### src/bcte_consts.vh
// Purpose: shared constants of the blinds command and learn encoder
// Assumes: 32-bit register bus, byte addresses, one word per register
// Notes: telegram bytes db6..db0 sit in tx_data[55:0], db6 on top
// Operation
// - goto: position and angle, 127 keeps value
// - stop and query carry channel only
// - set-parameters carries run, rotation, alarm fields
// - vertical run 500..30000 valid, below 500 reserved
// - run value 32767 keeps stored duration
// - rotation 1..254 ticks, 0 none, 255 keep
// - alarm action codes; alarm mode locks others
// - partial variant handles command codes 1..3 only
// - learn request maps seven slots to db6..db0
// - db6 bit7 selects one-way or two-way
// - db6 bit6 set means no response expected
// - db6 bits5:4 learn, delete, unspecified; 11 unused
// - db5 carries channel index from slot two
// - maker id: low eight db4, top three db3
`ifndef BCTE_CONSTS_VH
`define BCTE_CONSTS_VH

// ------------------------------------------------------------
// register byte offsets
// ------------------------------------------------------------
`define BCTE_OFS_CTRL 8'h00
`define BCTE_OFS_STATUS 8'h20
`define BCTE_OFS_TX_LO 8'h24
`define BCTE_OFS_TX_HI 8'h28
`define BCTE_SLOT_LSB 2
`define BCTE_SLOT_MSB 4
`define BCTE_SLOT_TOP 8'h1c

// ------------------------------------------------------------
// control and status fields
// ------------------------------------------------------------
`define BCTE_CTRL_PARTIAL 0
`define BCTE_CTRL_GO_BLIND 1
`define BCTE_CTRL_GO_LEARN 2
`define BCTE_ST_BUSY 0
`define BCTE_ST_DONE 1
`define BCTE_ST_ERR 2
`define BCTE_ST_LOCK 3
`define BCTE_ST_CODE_LSB 4
`define BCTE_ERR_NONE 4'h0
`define BCTE_ERR_CMD 4'h1
`define BCTE_ERR_RANGE 4'h2
`define BCTE_ERR_LOCK 4'h3

// ------------------------------------------------------------
// bus answers
// ------------------------------------------------------------
`define BCTE_RESP_OKAY 2'h0
`define BCTE_RESP_DECERR 2'h3

// ------------------------------------------------------------
// blinds command codes and field limits
// ------------------------------------------------------------
`define BCTE_CMD_GOTO 16'h0001
`define BCTE_CMD_STOP 16'h0002
`define BCTE_CMD_QUERY 16'h0003
`define BCTE_CMD_SETP 16'h0005
`define BCTE_PCT_MAX 8'h64
`define BCTE_KEEP_PCT 8'h7f
`define BCTE_REPO_MAX 8'h02
`define BCTE_LOCK_NONE 8'h00
`define BCTE_LOCK_BLOCK 8'h01
`define BCTE_LOCK_ALARM 8'h02
`define BCTE_LOCK_FREE 8'h07
`define BCTE_RUN_MIN 16'h01f4
`define BCTE_RUN_MAX 16'h7530
`define BCTE_RUN_KEEP 16'h7fff
`define BCTE_ALARM_MAX 8'h03
`define BCTE_ALARM_KEEP 8'h07

// ------------------------------------------------------------
// learn request db6 fields
// ------------------------------------------------------------
`define BCTE_LRN_DIR 7
`define BCTE_LRN_NORESP 6
`define BCTE_LRN_REQ_MSB 5
`define BCTE_LRN_REQ_LSB 4
`define BCTE_LRN_REQ_BAD 2'h3

`endif

### src/bcte_blind_enc.v
// Purpose: checks and packs one blinds actuator command
// Assumes: slots are stable while they are evaluated
// Notes: purely combinational; the top registers the result
`timescale 1ns/1ps
`include "bcte_consts.vh"

module bcte_blind_enc (
  // value slots one to seven
  input wire [111:0] slots,
  // mode
  input wire partial,
  input wire locked,
  // result
  output reg [55:0] data,
  output reg [3:0] err_code,
  output reg set_lock,
  output reg clr_lock
);

  wire [15:0] v1 = slots[15:0];
  wire [7:0] v2 = slots[23:16];
  wire [15:0] v3 = slots[47:32];
  wire [7:0] v4 = slots[55:48];
  wire [7:0] v5 = slots[71:64];
  wire [7:0] v6 = slots[87:80];

  wire pos_ok = (v3[7:0] <= `BCTE_PCT_MAX) || (v3[7:0] == `BCTE_KEEP_PCT);
  wire ang_ok = (v4 <= `BCTE_PCT_MAX) || (v4 == `BCTE_KEEP_PCT);
  wire lock_ok = (v6 <= `BCTE_LOCK_ALARM) || (v6 == `BCTE_LOCK_FREE);
  wire run_ok = ((v3 >= `BCTE_RUN_MIN) && (v3 <= `BCTE_RUN_MAX)) ||
                (v3 == `BCTE_RUN_KEEP);
  wire alarm_ok = (v5 <= `BCTE_ALARM_MAX) || (v5 == `BCTE_ALARM_KEEP);

  always @* begin
    data = 56'h00_0000_0000_0000;
    err_code = `BCTE_ERR_NONE;
    set_lock = 1'b0;
    clr_lock = 1'b0;
    case (v1)
      `BCTE_CMD_GOTO: begin
        data = {v1[7:0], v2, v3[7:0], v4, v5, v6, 8'h00};
        if (locked && v6 != `BCTE_LOCK_FREE) begin
          err_code = `BCTE_ERR_LOCK;
        end else if (!(pos_ok && ang_ok && lock_ok) ||
                     v5 > `BCTE_REPO_MAX) begin
          err_code = `BCTE_ERR_RANGE;
        end else begin
          set_lock = (v6 == `BCTE_LOCK_ALARM);
          clr_lock = (v6 == `BCTE_LOCK_FREE);
        end
      end
      `BCTE_CMD_STOP, `BCTE_CMD_QUERY: begin
        data = {v1[7:0], v2, 40'h00_0000_0000};
        if (locked) begin
          err_code = `BCTE_ERR_LOCK;
        end
      end
      `BCTE_CMD_SETP: begin
        data = {v1[7:0], v2, v3, v4, v5, 8'h00};
        if (partial) begin
          err_code = `BCTE_ERR_CMD;
        end else if (locked) begin
          err_code = `BCTE_ERR_LOCK;
        end else if (!(run_ok && alarm_ok)) begin
          err_code = `BCTE_ERR_RANGE;
        end
      end
      default: begin
        err_code = `BCTE_ERR_CMD;
      end
    endcase
  end

endmodule // bcte_blind_enc

### src/bcte_learn_enc.v
// Purpose: packs the universal learn request from seven slots
// Assumes: slot one holds the db6 control byte in its low bits
// Notes: purely combinational; low nibble of db6 is sent as zero
`timescale 1ns/1ps
`include "bcte_consts.vh"

module bcte_learn_enc (
  // value slots one to seven
  input wire [111:0] slots,
  // result
  output reg [55:0] data,
  output reg bad
);

  reg [7:0] db6;

  always @* begin
    db6 = 8'h00;
    db6[`BCTE_LRN_DIR] = slots[`BCTE_LRN_DIR];
    db6[`BCTE_LRN_NORESP] = slots[`BCTE_LRN_NORESP];
    db6[`BCTE_LRN_REQ_MSB:`BCTE_LRN_REQ_LSB] =
      slots[`BCTE_LRN_REQ_MSB:`BCTE_LRN_REQ_LSB];
    bad = (db6[`BCTE_LRN_REQ_MSB:`BCTE_LRN_REQ_LSB] ==
           `BCTE_LRN_REQ_BAD);
    data = {db6,
            slots[23:16],
            slots[39:32],
            5'h00, slots[50:48],
            slots[71:64],
            slots[87:80],
            slots[103:96]};
  end

endmodule // bcte_learn_enc

### src/bcte_top.v
// Purpose: register front end and dispatcher of encoded telegrams
// Assumes: tx_ready comes from logic on clk
// Notes: one command at a time; go while busy is ignored
//
// Register access over AXI4-Lite and the register offsets were decided locally.
`timescale 1ns/1ps
`include "bcte_consts.vh"

module bcte_top #(
  parameter ADDR_W = 8,
  parameter SLOTS = 7
) (
  // clock and reset
  input wire clk,
  input wire reset,
  input wire ce,
  // write address
  input wire [ADDR_W-1:0] s_axi_awaddr,
  input wire s_axi_awvalid,
  output reg s_axi_awready,
  // write data
  input wire [31:0] s_axi_wdata,
  input wire [3:0] s_axi_wstrb,
  input wire s_axi_wvalid,
  output reg s_axi_wready,
  // write response
  output reg [1:0] s_axi_bresp,
  output reg s_axi_bvalid,
  input wire s_axi_bready,
  // read address
  input wire [ADDR_W-1:0] s_axi_araddr,
  input wire s_axi_arvalid,
  output reg s_axi_arready,
  // read data
  output reg [31:0] s_axi_rdata,
  output reg [1:0] s_axi_rresp,
  output reg s_axi_rvalid,
  input wire s_axi_rready,
  // telegram to the radio side
  output reg [55:0] tx_data,
  output reg tx_learn,
  output reg tx_valid,
  input wire tx_ready,
  // actuator alarm lock as tracked here
  output reg alarm_lock
);

  // ------------------------------------------------------------
  // states
  // ------------------------------------------------------------
  localparam ST_IDLE = 2'b01;
  localparam ST_SEND = 2'b10;

  // ------------------------------------------------------------
  // declarations
  // ------------------------------------------------------------
  reg [1:0] state_q;
  reg [1:0] state_d;
  reg aw_full_q;
  reg w_full_q;
  reg [ADDR_W-1:0] aw_addr_q;
  reg [31:0] w_data_q;
  reg [3:0] w_strb_q;
  reg partial_q;
  reg done_q;
  reg err_q;
  reg [3:0] code_q;
  wire [16*SLOTS-1:0] slots;
  wire wr_fire;
  wire rd_fire;
  wire [ADDR_W-1:0] wa;
  wire wa_slot;
  wire [2:0] wa_idx;
  wire go_blind;
  wire go_learn;
  wire st_clr_done;
  wire st_clr_err;
  wire [55:0] blind_data;
  wire [3:0] blind_code;
  wire blind_set_lock;
  wire blind_clr_lock;
  wire [55:0] learn_data;
  wire learn_bad;
  wire idle;
  wire sent;
  reg [31:0] rd_word;
  reg rd_ok;

  // ------------------------------------------------------------
  // write channel
  // ------------------------------------------------------------
  assign wr_fire = aw_full_q && w_full_q && !s_axi_bvalid;
  assign wa = aw_addr_q;
  assign wa_idx = wa[`BCTE_SLOT_MSB:`BCTE_SLOT_LSB];
  assign wa_slot = (wa[1:0] == 2'h0) && (wa != `BCTE_OFS_CTRL) &&
                   (wa <= `BCTE_SLOT_TOP);

  always @(posedge clk or posedge reset) begin
    if (reset) begin
      aw_full_q <= 1'b0;
      w_full_q <= 1'b0;
      aw_addr_q <= {ADDR_W{1'b0}};
      w_data_q <= 32'h0000_0000;
      w_strb_q <= 4'h0;
      s_axi_awready <= 1'b1;
      s_axi_wready <= 1'b1;
      s_axi_bvalid <= 1'b0;
      s_axi_bresp <= `BCTE_RESP_OKAY;
    end else if (ce) begin
      if (s_axi_awvalid && s_axi_awready) begin
        aw_full_q <= 1'b1;
        aw_addr_q <= s_axi_awaddr;
        s_axi_awready <= 1'b0;
      end
      if (s_axi_wvalid && s_axi_wready) begin
        w_full_q <= 1'b1;
        w_data_q <= s_axi_wdata;
        w_strb_q <= s_axi_wstrb;
        s_axi_wready <= 1'b0;
      end
      if (wr_fire) begin
        aw_full_q <= 1'b0;
        w_full_q <= 1'b0;
        s_axi_bvalid <= 1'b1;
        if (wa_slot || wa == `BCTE_OFS_CTRL || wa == `BCTE_OFS_STATUS) begin
          s_axi_bresp <= `BCTE_RESP_OKAY;
        end else begin
          s_axi_bresp <= `BCTE_RESP_DECERR;
        end
      end
      if (s_axi_bvalid && s_axi_bready) begin
        s_axi_bvalid <= 1'b0;
        s_axi_awready <= 1'b1;
        s_axi_wready <= 1'b1;
      end
    end
  end

  // ------------------------------------------------------------
  // value slots
  // ------------------------------------------------------------
  genvar gi;
  generate
    for (gi = 0; gi < SLOTS; gi = gi + 1) begin : g_slot
      reg [15:0] val_q;
      wire hit = wr_fire && wa_slot && (wa_idx == gi + 1);
      always @(posedge clk or posedge reset) begin
        if (reset) begin
          val_q <= 16'h0000;
        end else if (ce && hit) begin
          if (w_strb_q[0]) begin
            val_q[7:0] <= w_data_q[7:0];
          end
          if (w_strb_q[1]) begin
            val_q[15:8] <= w_data_q[15:8];
          end
        end
      end
      assign slots[16*gi+15:16*gi] = val_q;
    end
  endgenerate

  // ------------------------------------------------------------
  // control and status writes
  // ------------------------------------------------------------
  wire ctrl_wr = wr_fire && (wa == `BCTE_OFS_CTRL) && w_strb_q[0];
  wire stat_wr = wr_fire && (wa == `BCTE_OFS_STATUS) && w_strb_q[0];
  assign go_blind = ctrl_wr && w_data_q[`BCTE_CTRL_GO_BLIND];
  assign go_learn = ctrl_wr && w_data_q[`BCTE_CTRL_GO_LEARN] && !go_blind;
  assign st_clr_done = stat_wr && w_data_q[`BCTE_ST_DONE];
  assign st_clr_err = stat_wr && w_data_q[`BCTE_ST_ERR];

  always @(posedge clk or posedge reset) begin
    if (reset) begin
      partial_q <= 1'b0;
    end else if (ce && ctrl_wr) begin
      partial_q <= w_data_q[`BCTE_CTRL_PARTIAL];
    end
  end

  // ------------------------------------------------------------
  // encoders
  // ------------------------------------------------------------
  bcte_blind_enc u_blind (
    .slots(slots),
    .partial(ctrl_wr ? w_data_q[`BCTE_CTRL_PARTIAL] : partial_q),
    .locked(alarm_lock),
    .data(blind_data),
    .err_code(blind_code),
    .set_lock(blind_set_lock),
    .clr_lock(blind_clr_lock)
  );

  bcte_learn_enc u_learn (
    .slots(slots),
    .data(learn_data),
    .bad(learn_bad)
  );

  // ------------------------------------------------------------
  // dispatcher
  // ------------------------------------------------------------
  assign idle = state_q[0];
  assign sent = state_q[1] && tx_valid && tx_ready;
  wire blind_ok = go_blind && idle && (blind_code == `BCTE_ERR_NONE);
  wire blind_bad = go_blind && idle && (blind_code != `BCTE_ERR_NONE);
  wire learn_ok = go_learn && idle && !learn_bad;
  wire learn_nok = go_learn && idle && learn_bad;

  always @* begin
    state_d = state_q;
    case (state_q)
      ST_IDLE: begin
        if (blind_ok || learn_ok) begin
          state_d = ST_SEND;
        end
      end
      ST_SEND: begin
        if (sent) begin
          state_d = ST_IDLE;
        end
      end
      default: begin
        state_d = ST_IDLE;
      end
    endcase
  end

  always @(posedge clk or posedge reset) begin
    if (reset) begin
      state_q <= ST_IDLE;
      tx_data <= 56'h00_0000_0000_0000;
      tx_learn <= 1'b0;
      tx_valid <= 1'b0;
      alarm_lock <= 1'b0;
    end else if (ce) begin
      state_q <= state_d;
      if (blind_ok) begin
        tx_data <= blind_data;
        tx_learn <= 1'b0;
        tx_valid <= 1'b1;
        if (blind_set_lock) begin
          alarm_lock <= 1'b1;
        end else if (blind_clr_lock) begin
          alarm_lock <= 1'b0;
        end
      end else if (learn_ok) begin
        tx_data <= learn_data;
        tx_learn <= 1'b1;
        tx_valid <= 1'b1;
      end else if (sent) begin
        tx_valid <= 1'b0;
      end
    end
  end

  // sticky flags: a new event wins over a clear in the same cycle
  always @(posedge clk or posedge reset) begin
    if (reset) begin
      done_q <= 1'b0;
      err_q <= 1'b0;
      code_q <= `BCTE_ERR_NONE;
    end else if (ce) begin
      if (sent) begin
        done_q <= 1'b1;
      end else if (st_clr_done) begin
        done_q <= 1'b0;
      end
      if (blind_bad) begin
        err_q <= 1'b1;
        code_q <= blind_code;
      end else if (learn_nok) begin
        err_q <= 1'b1;
        code_q <= `BCTE_ERR_RANGE;
      end else if (st_clr_err) begin
        err_q <= 1'b0;
        code_q <= `BCTE_ERR_NONE;
      end
    end
  end

  // ------------------------------------------------------------
  // read channel
  // ------------------------------------------------------------
  always @* begin
    rd_word = 32'h0000_0000;
    rd_ok = 1'b1;
    if (s_axi_araddr == `BCTE_OFS_CTRL) begin
      rd_word[`BCTE_CTRL_PARTIAL] = partial_q;
    end else if (s_axi_araddr == `BCTE_OFS_STATUS) begin
      rd_word[`BCTE_ST_BUSY] = state_q[1];
      rd_word[`BCTE_ST_DONE] = done_q;
      rd_word[`BCTE_ST_ERR] = err_q;
      rd_word[`BCTE_ST_LOCK] = alarm_lock;
      rd_word[`BCTE_ST_CODE_LSB+3:`BCTE_ST_CODE_LSB] = code_q;
    end else if (s_axi_araddr == `BCTE_OFS_TX_LO) begin
      rd_word = tx_data[31:0];
    end else if (s_axi_araddr == `BCTE_OFS_TX_HI) begin
      rd_word[23:0] = tx_data[55:32];
    end else if (s_axi_araddr[1:0] == 2'h0 &&
                 s_axi_araddr <= `BCTE_SLOT_TOP) begin
      rd_word[15:0] = slots[16*(s_axi_araddr[`BCTE_SLOT_MSB:
                                `BCTE_SLOT_LSB]-1) +: 16];
    end else begin
      rd_ok = 1'b0;
    end
  end

  assign rd_fire = s_axi_arvalid && s_axi_arready;

  always @(posedge clk or posedge reset) begin
    if (reset) begin
      s_axi_arready <= 1'b1;
      s_axi_rvalid <= 1'b0;
      s_axi_rdata <= 32'h0000_0000;
      s_axi_rresp <= `BCTE_RESP_OKAY;
    end else if (ce) begin
      if (rd_fire) begin
        s_axi_arready <= 1'b0;
        s_axi_rvalid <= 1'b1;
        s_axi_rdata <= rd_word;
        s_axi_rresp <= rd_ok ? `BCTE_RESP_OKAY : `BCTE_RESP_DECERR;
      end else if (s_axi_rvalid && s_axi_rready) begin
        s_axi_rvalid <= 1'b0;
        s_axi_arready <= 1'b1;
      end
    end
  end

endmodule // bcte_top

### config.mk
export PLATFORM = sky130hd
export DESIGN_NAME = bcte_top
export DESIGN_NICKNAME = d
export VERILOG_FILES = /design/src/bcte_blind_enc.v /design/src/bcte_learn_enc.v /design/src/bcte_top.v
export VERILOG_INCLUDE_DIRS = /design/src
export SDC_FILE = /design/constraint.sdc
export NUM_CORES = 1
export LEC_CHECK = 0
export BUFFER_PORTS_ARGS = -buffer_cell sky130_fd_sc_hd__buf_2
export CORE_AREA = 2 2 149 151
export CTS_CLUSTER_DIAMETER = 150
export DETAILED_ROUTE_END_ITERATION = 7
export DIE_AREA = 0 0 151 153
export GPL_TIMING_DRIVEN = 0
export PLACE_DENSITY = 0.76
export SLEW_MARGIN = 20
export SYNTH_ARGS = -nofsm -noshare
export SYNTH_HDL_FRONTEND = slang
export SYNTH_SLANG_ARGS = --single-unit
### constraint.sdc
create_clock -name clk -period 10 [get_ports clk]
set_clock_uncertainty 0.05 [all_clocks]
set_input_delay 2 -clock clk [delete_from_list [all_inputs] [get_ports clk]]
set_output_delay 2 -clock clk [all_outputs]
set_load 0.03 [all_outputs]
==> metrics.json <==
{
  "result_of_the_run": "complete, no violations",
  "setup_repair_after_global_routing_missed_its_margin": "no",
  "powerDensity_nw_per_um2": 155,
  "synthesis.area_sq_um": 11600,
  "async_reset_ff_share_pct": 100,
  "swShare_pct": 22.6,
  "drive_above_1_share_pct": 32.7,
  "chipWidth_um": 151,
  "critical_path.max_fanout": 10,
  "final_cell_count_no_fill": 1477,
  "design.final.nets": 1241,
  "period_needed_ps": 6260,
  "detail_route.wirelength_um": 34300,
  "startpoint_type": "input port",
  "totalNegativeSetupSlack_ps": 0,
  "first_global_vias": 9155,
  "clock-sinks": 245,
  "leakage_nw": 6.82,
  "layout_overhead_on_the_synthesized_area_pct": 17.6,
  "layout_common_cells": "dfrtp_1, buf_2, mux2_2",
  "max_slew.worst_pin.slew_ps": 1110,
  "final_common_cell": "dfrtp_1",
  "initial_utilization_pct": 54.0,
  "achievable-frequency_ghz": 0.160,
  "row_count": 54,
  "detailedPlacementHpwl_um": 25200,
  "timing.critical_path.required_ps": 10400,
  "design.portCount": 161,
  "criticalPathCategory": "input port to flop",
  "n_fill_cell": 1758,
  "synth_area_per_cell_sq_um": 11.6,
  "ctsResizeCount": 0,
  "routedWlPerCell_um": 23.3,
  "dieArea_sq_um": 23100,
  "pwr-share-comb_pct": 4.5,
  "post_cts.repair.setup_buffers": 0,
  "timing.reg2reg.setup_slack_ps": 5790,
  "cts.reportedPaths.clkPinSlew_ps": 60,
  "setup_violations": 0,
  "holdBufCountCts": 0,
  "postRouteAntennaNets": 0,
  "largest_net_degree_at_the_start_of_global_routing": 104,
  "synth_cell_types": 66,
  "avgViaCountPerCell": 6.16,
  "crit_path_end_kind": "flop",
  "postSynth.topFlopCell": "dfrtp_1",
  "power.clock.fraction_pct": 48.1,
  "ys_seq_area_share_pct": 52.9,
  "cp_slowest_stage_delay_ps": 780,
  "cts_made_buffers": 27,
  "grt_use_total_pct": 30.1,
  "number_of_synthesized_flops_with_an_enable_pin": 0,
  "timing.hold.worst.class": "flop to flop",
  "max-slew-margin-rel_pct": 25.7,
  "power_report.internal_total_mw": 1.63,
  "htreeDepth": 1,
  "critPathSlowestCell": "clkbuf_1",
  "grt_antenna_before_repair": 1,
  "drt_iter0_markers": 635,
  "drc_errors": 0,
  "gr-total-overflow": 0,
  "antenna_cells_inserted": 0,
  "io_buffer_count": 142,
  "cap_viol_max_count": 0,
  "critical-path-top-delay-family": "buffers and inverters",
  "worstSkewPairLatency_ps": 540,
  "cp.buffers_inverters": 5,
  "gpl.final_weighted_congestion": 0.958,
  "cts.path.max_buffers": 3,
  "die_height_um": 153,
  "fin_crit_sh_pct": 62.6,
  "net-switching-power_mw": 0.476,
  "sequence_of_cells_on_the_critical_path": "buf_2 -> clkbuf_1 -> buf_1 -> inv_1 -> ha_1 -> xor2_1 -> clkbuf_1 -> mux2i_1 -> mux4_2 -> o211ai_1 -> o21ai_0 -> o21ai_0",
  "seq_power_share_pct": 47.4,
  "worst-endpoint-arrival_ps": 6670,
  "grt_first_pass_wirelength_um": 53000,
  "via_count": 9103,
  "cts-root-buf": "clkbuf_16",
  "syn_inst_count": 1003,
  "final-max-slew-violation-count": 0,
  "place.detailed.instances": 1427,
  "vdd_drop_max_uv": 124,
  "detail_route.first_pass.iterations": 5,
  "synthesis.yosys.warnings": 0,
  "postSynthNetCount": 1068,
  "design.core.area_sq_um": 21500,
  "ys_ff_latch": 245,
  "tritoncts": "built",
  "hold_viol_final": 0
}
==> power by group through the flow <==
stage / combinational [mW] / clock, mW / sequential (mW)
final: 0.0951 / 1.01 / 1.00
after global routing: 0.104 / 1.06 / 1.00
after global placement: 0.0913 / 0 / 1.02
after detailed placement: 0.0953 / 0 / 1.02
after CTS: 0.0958 / 1.02 / 1.00
after floorplan: 0.0470 / 0 / 1.03
==> final timing paths <==
| check | to | depth (start not counted) | start |
|---|---|---|---|
| setup / recovery | s_axi_rdata[11] | 12 | s_axi_araddr[2] |
| hold / removal | s_axi_rdata[10] | 2 | s_axi_rdata[10] |
| setup reg to reg | tx_data[27] | 9 | g_slot[0].val_q[6] |
| hold reg to reg | s_axi_rdata[10] | 2 | s_axi_rdata[10] |
| max in group asynchronous | tx_data[22] | 4 | reset |
| min in group asynchronous | aw_addr_q[2] | 2 | reset |
==> area by class of cell <==
type                       count  area (sq um)  share of cell area, %
buffer                        60           277                   2.03
inverter                      11          48.8                  0.358
clock inverter                12           141                   1.04
timing repair buffer         144           766                   5.62
sequential                   245          6140                   45.0
clock buffer                  38           767                   5.63
tap                          280           350                   2.57
multi-input combinational    687          5150                   37.8
==> registers in the layout, indices dropped and copies added (netlist names), 2 cells and up <==
| register | flops |
|---|---|
| w_data_q | 16 |
| tx_data | 56 |
| s_axi_rdata | 32 |
| w_strb_q | 2 |
| state_q | 2 |
| code_q | 2 |
| aw_addr_q | 8 |
| g_slot.val_q | 112 |
==> routing by layer <==
layer	GRT usage (%)	part of all wire (%)	vias up
met5	0	0	-
met4	12.7	4.6	0
met3	4.75	7.5	98
met2	48.4	47	381
met1	40.6	41	4569
li1	-	-	4055
==> Yosys cell counts (3+ instances only) <==
cell type / number / area share (%)
dfrtp_1: 241 / 52
mux2_2: 147 / 14
nand2_1: 113 / 3.7
nor2_1: 75 / 2.4
o21ai_0: 43 / 1.9
clkbuf_1: 39 / 1.3
a21oi_1: 33 / 1.4
a22o_1: 28 / 2.1
a22oi_1: 21 / 1.4
nand3_1: 21 / 0.91
and3_1: 19 / 1.0
o211ai_1: 18 / 1.2
a221oi_2: 17 / 2.2
mux2i_1: 15 / 1.3
mux2_1: 13 / 1.3
a31oi_1: 11 / 0.59
inv_1: 11 / 0.36
a211oi_1: 8 / 0.52
buf_2: 8 / 0.35
mux4_2: 8 / 1.6
nor4_1: 8 / 0.43
buf_4: 7 / 0.45
nand4_1: 7 / 0.38
nor3_1: 6 / 0.26
or4_1: 6 / 0.39
a221oi_1: 5 / 0.38
and2_1: 4 / 0.22
buf_1: 4 / 0.13
dfstp_2: 4 / 0.91
ha_1: 4 / 0.43
nand2b_1: 4 / 0.22
nand3b_1: 4 / 0.26
nor2b_1: 4 / 0.22
a21o_1: 3 / 0.19
or2_2: 3 / 0.16
==> per-stage QoR <==
stage	setup slack, ps	hold slack, ps	power [mW]	util (%)	instance area [sq um]
floorplan	1230	399	1.07	-	11600
global placement	-1350	410	1.11	58.9	12700
detailed placement	3320	415	1.11	59.2	12700
CTS	3820	428	2.12	63.5	13600
global route	3430	449	2.16	63.5	13600
finish	3740	424	2.11	63.5	13600
==> logic make-up after synthesis <==
kind of cell | after synthesis | share of synthesized area (%)
xor+xnor | 2 | 0.151
buf+inv | 71 | 2.74
simple gates | 287 | 11.5
compound gates | 211 | 13.9
mux | 183 | 18.4
flops | 245 | 52.9
fa+ha+maj | 4 | 0.432
==> worst register-to-register path, cell delays in order, from the launching register on <==
cell	delay [ps]
dfrtp_1	490
nor4_1	310
nand4_1	370
nor3_1	1000
and3_1	420
a2111oi_4	190
a21oi_2	510
clkbuf_1	530
nand2_1	160
nand2_1	90
No activity file was read; power rests on OpenSTA's default activity.
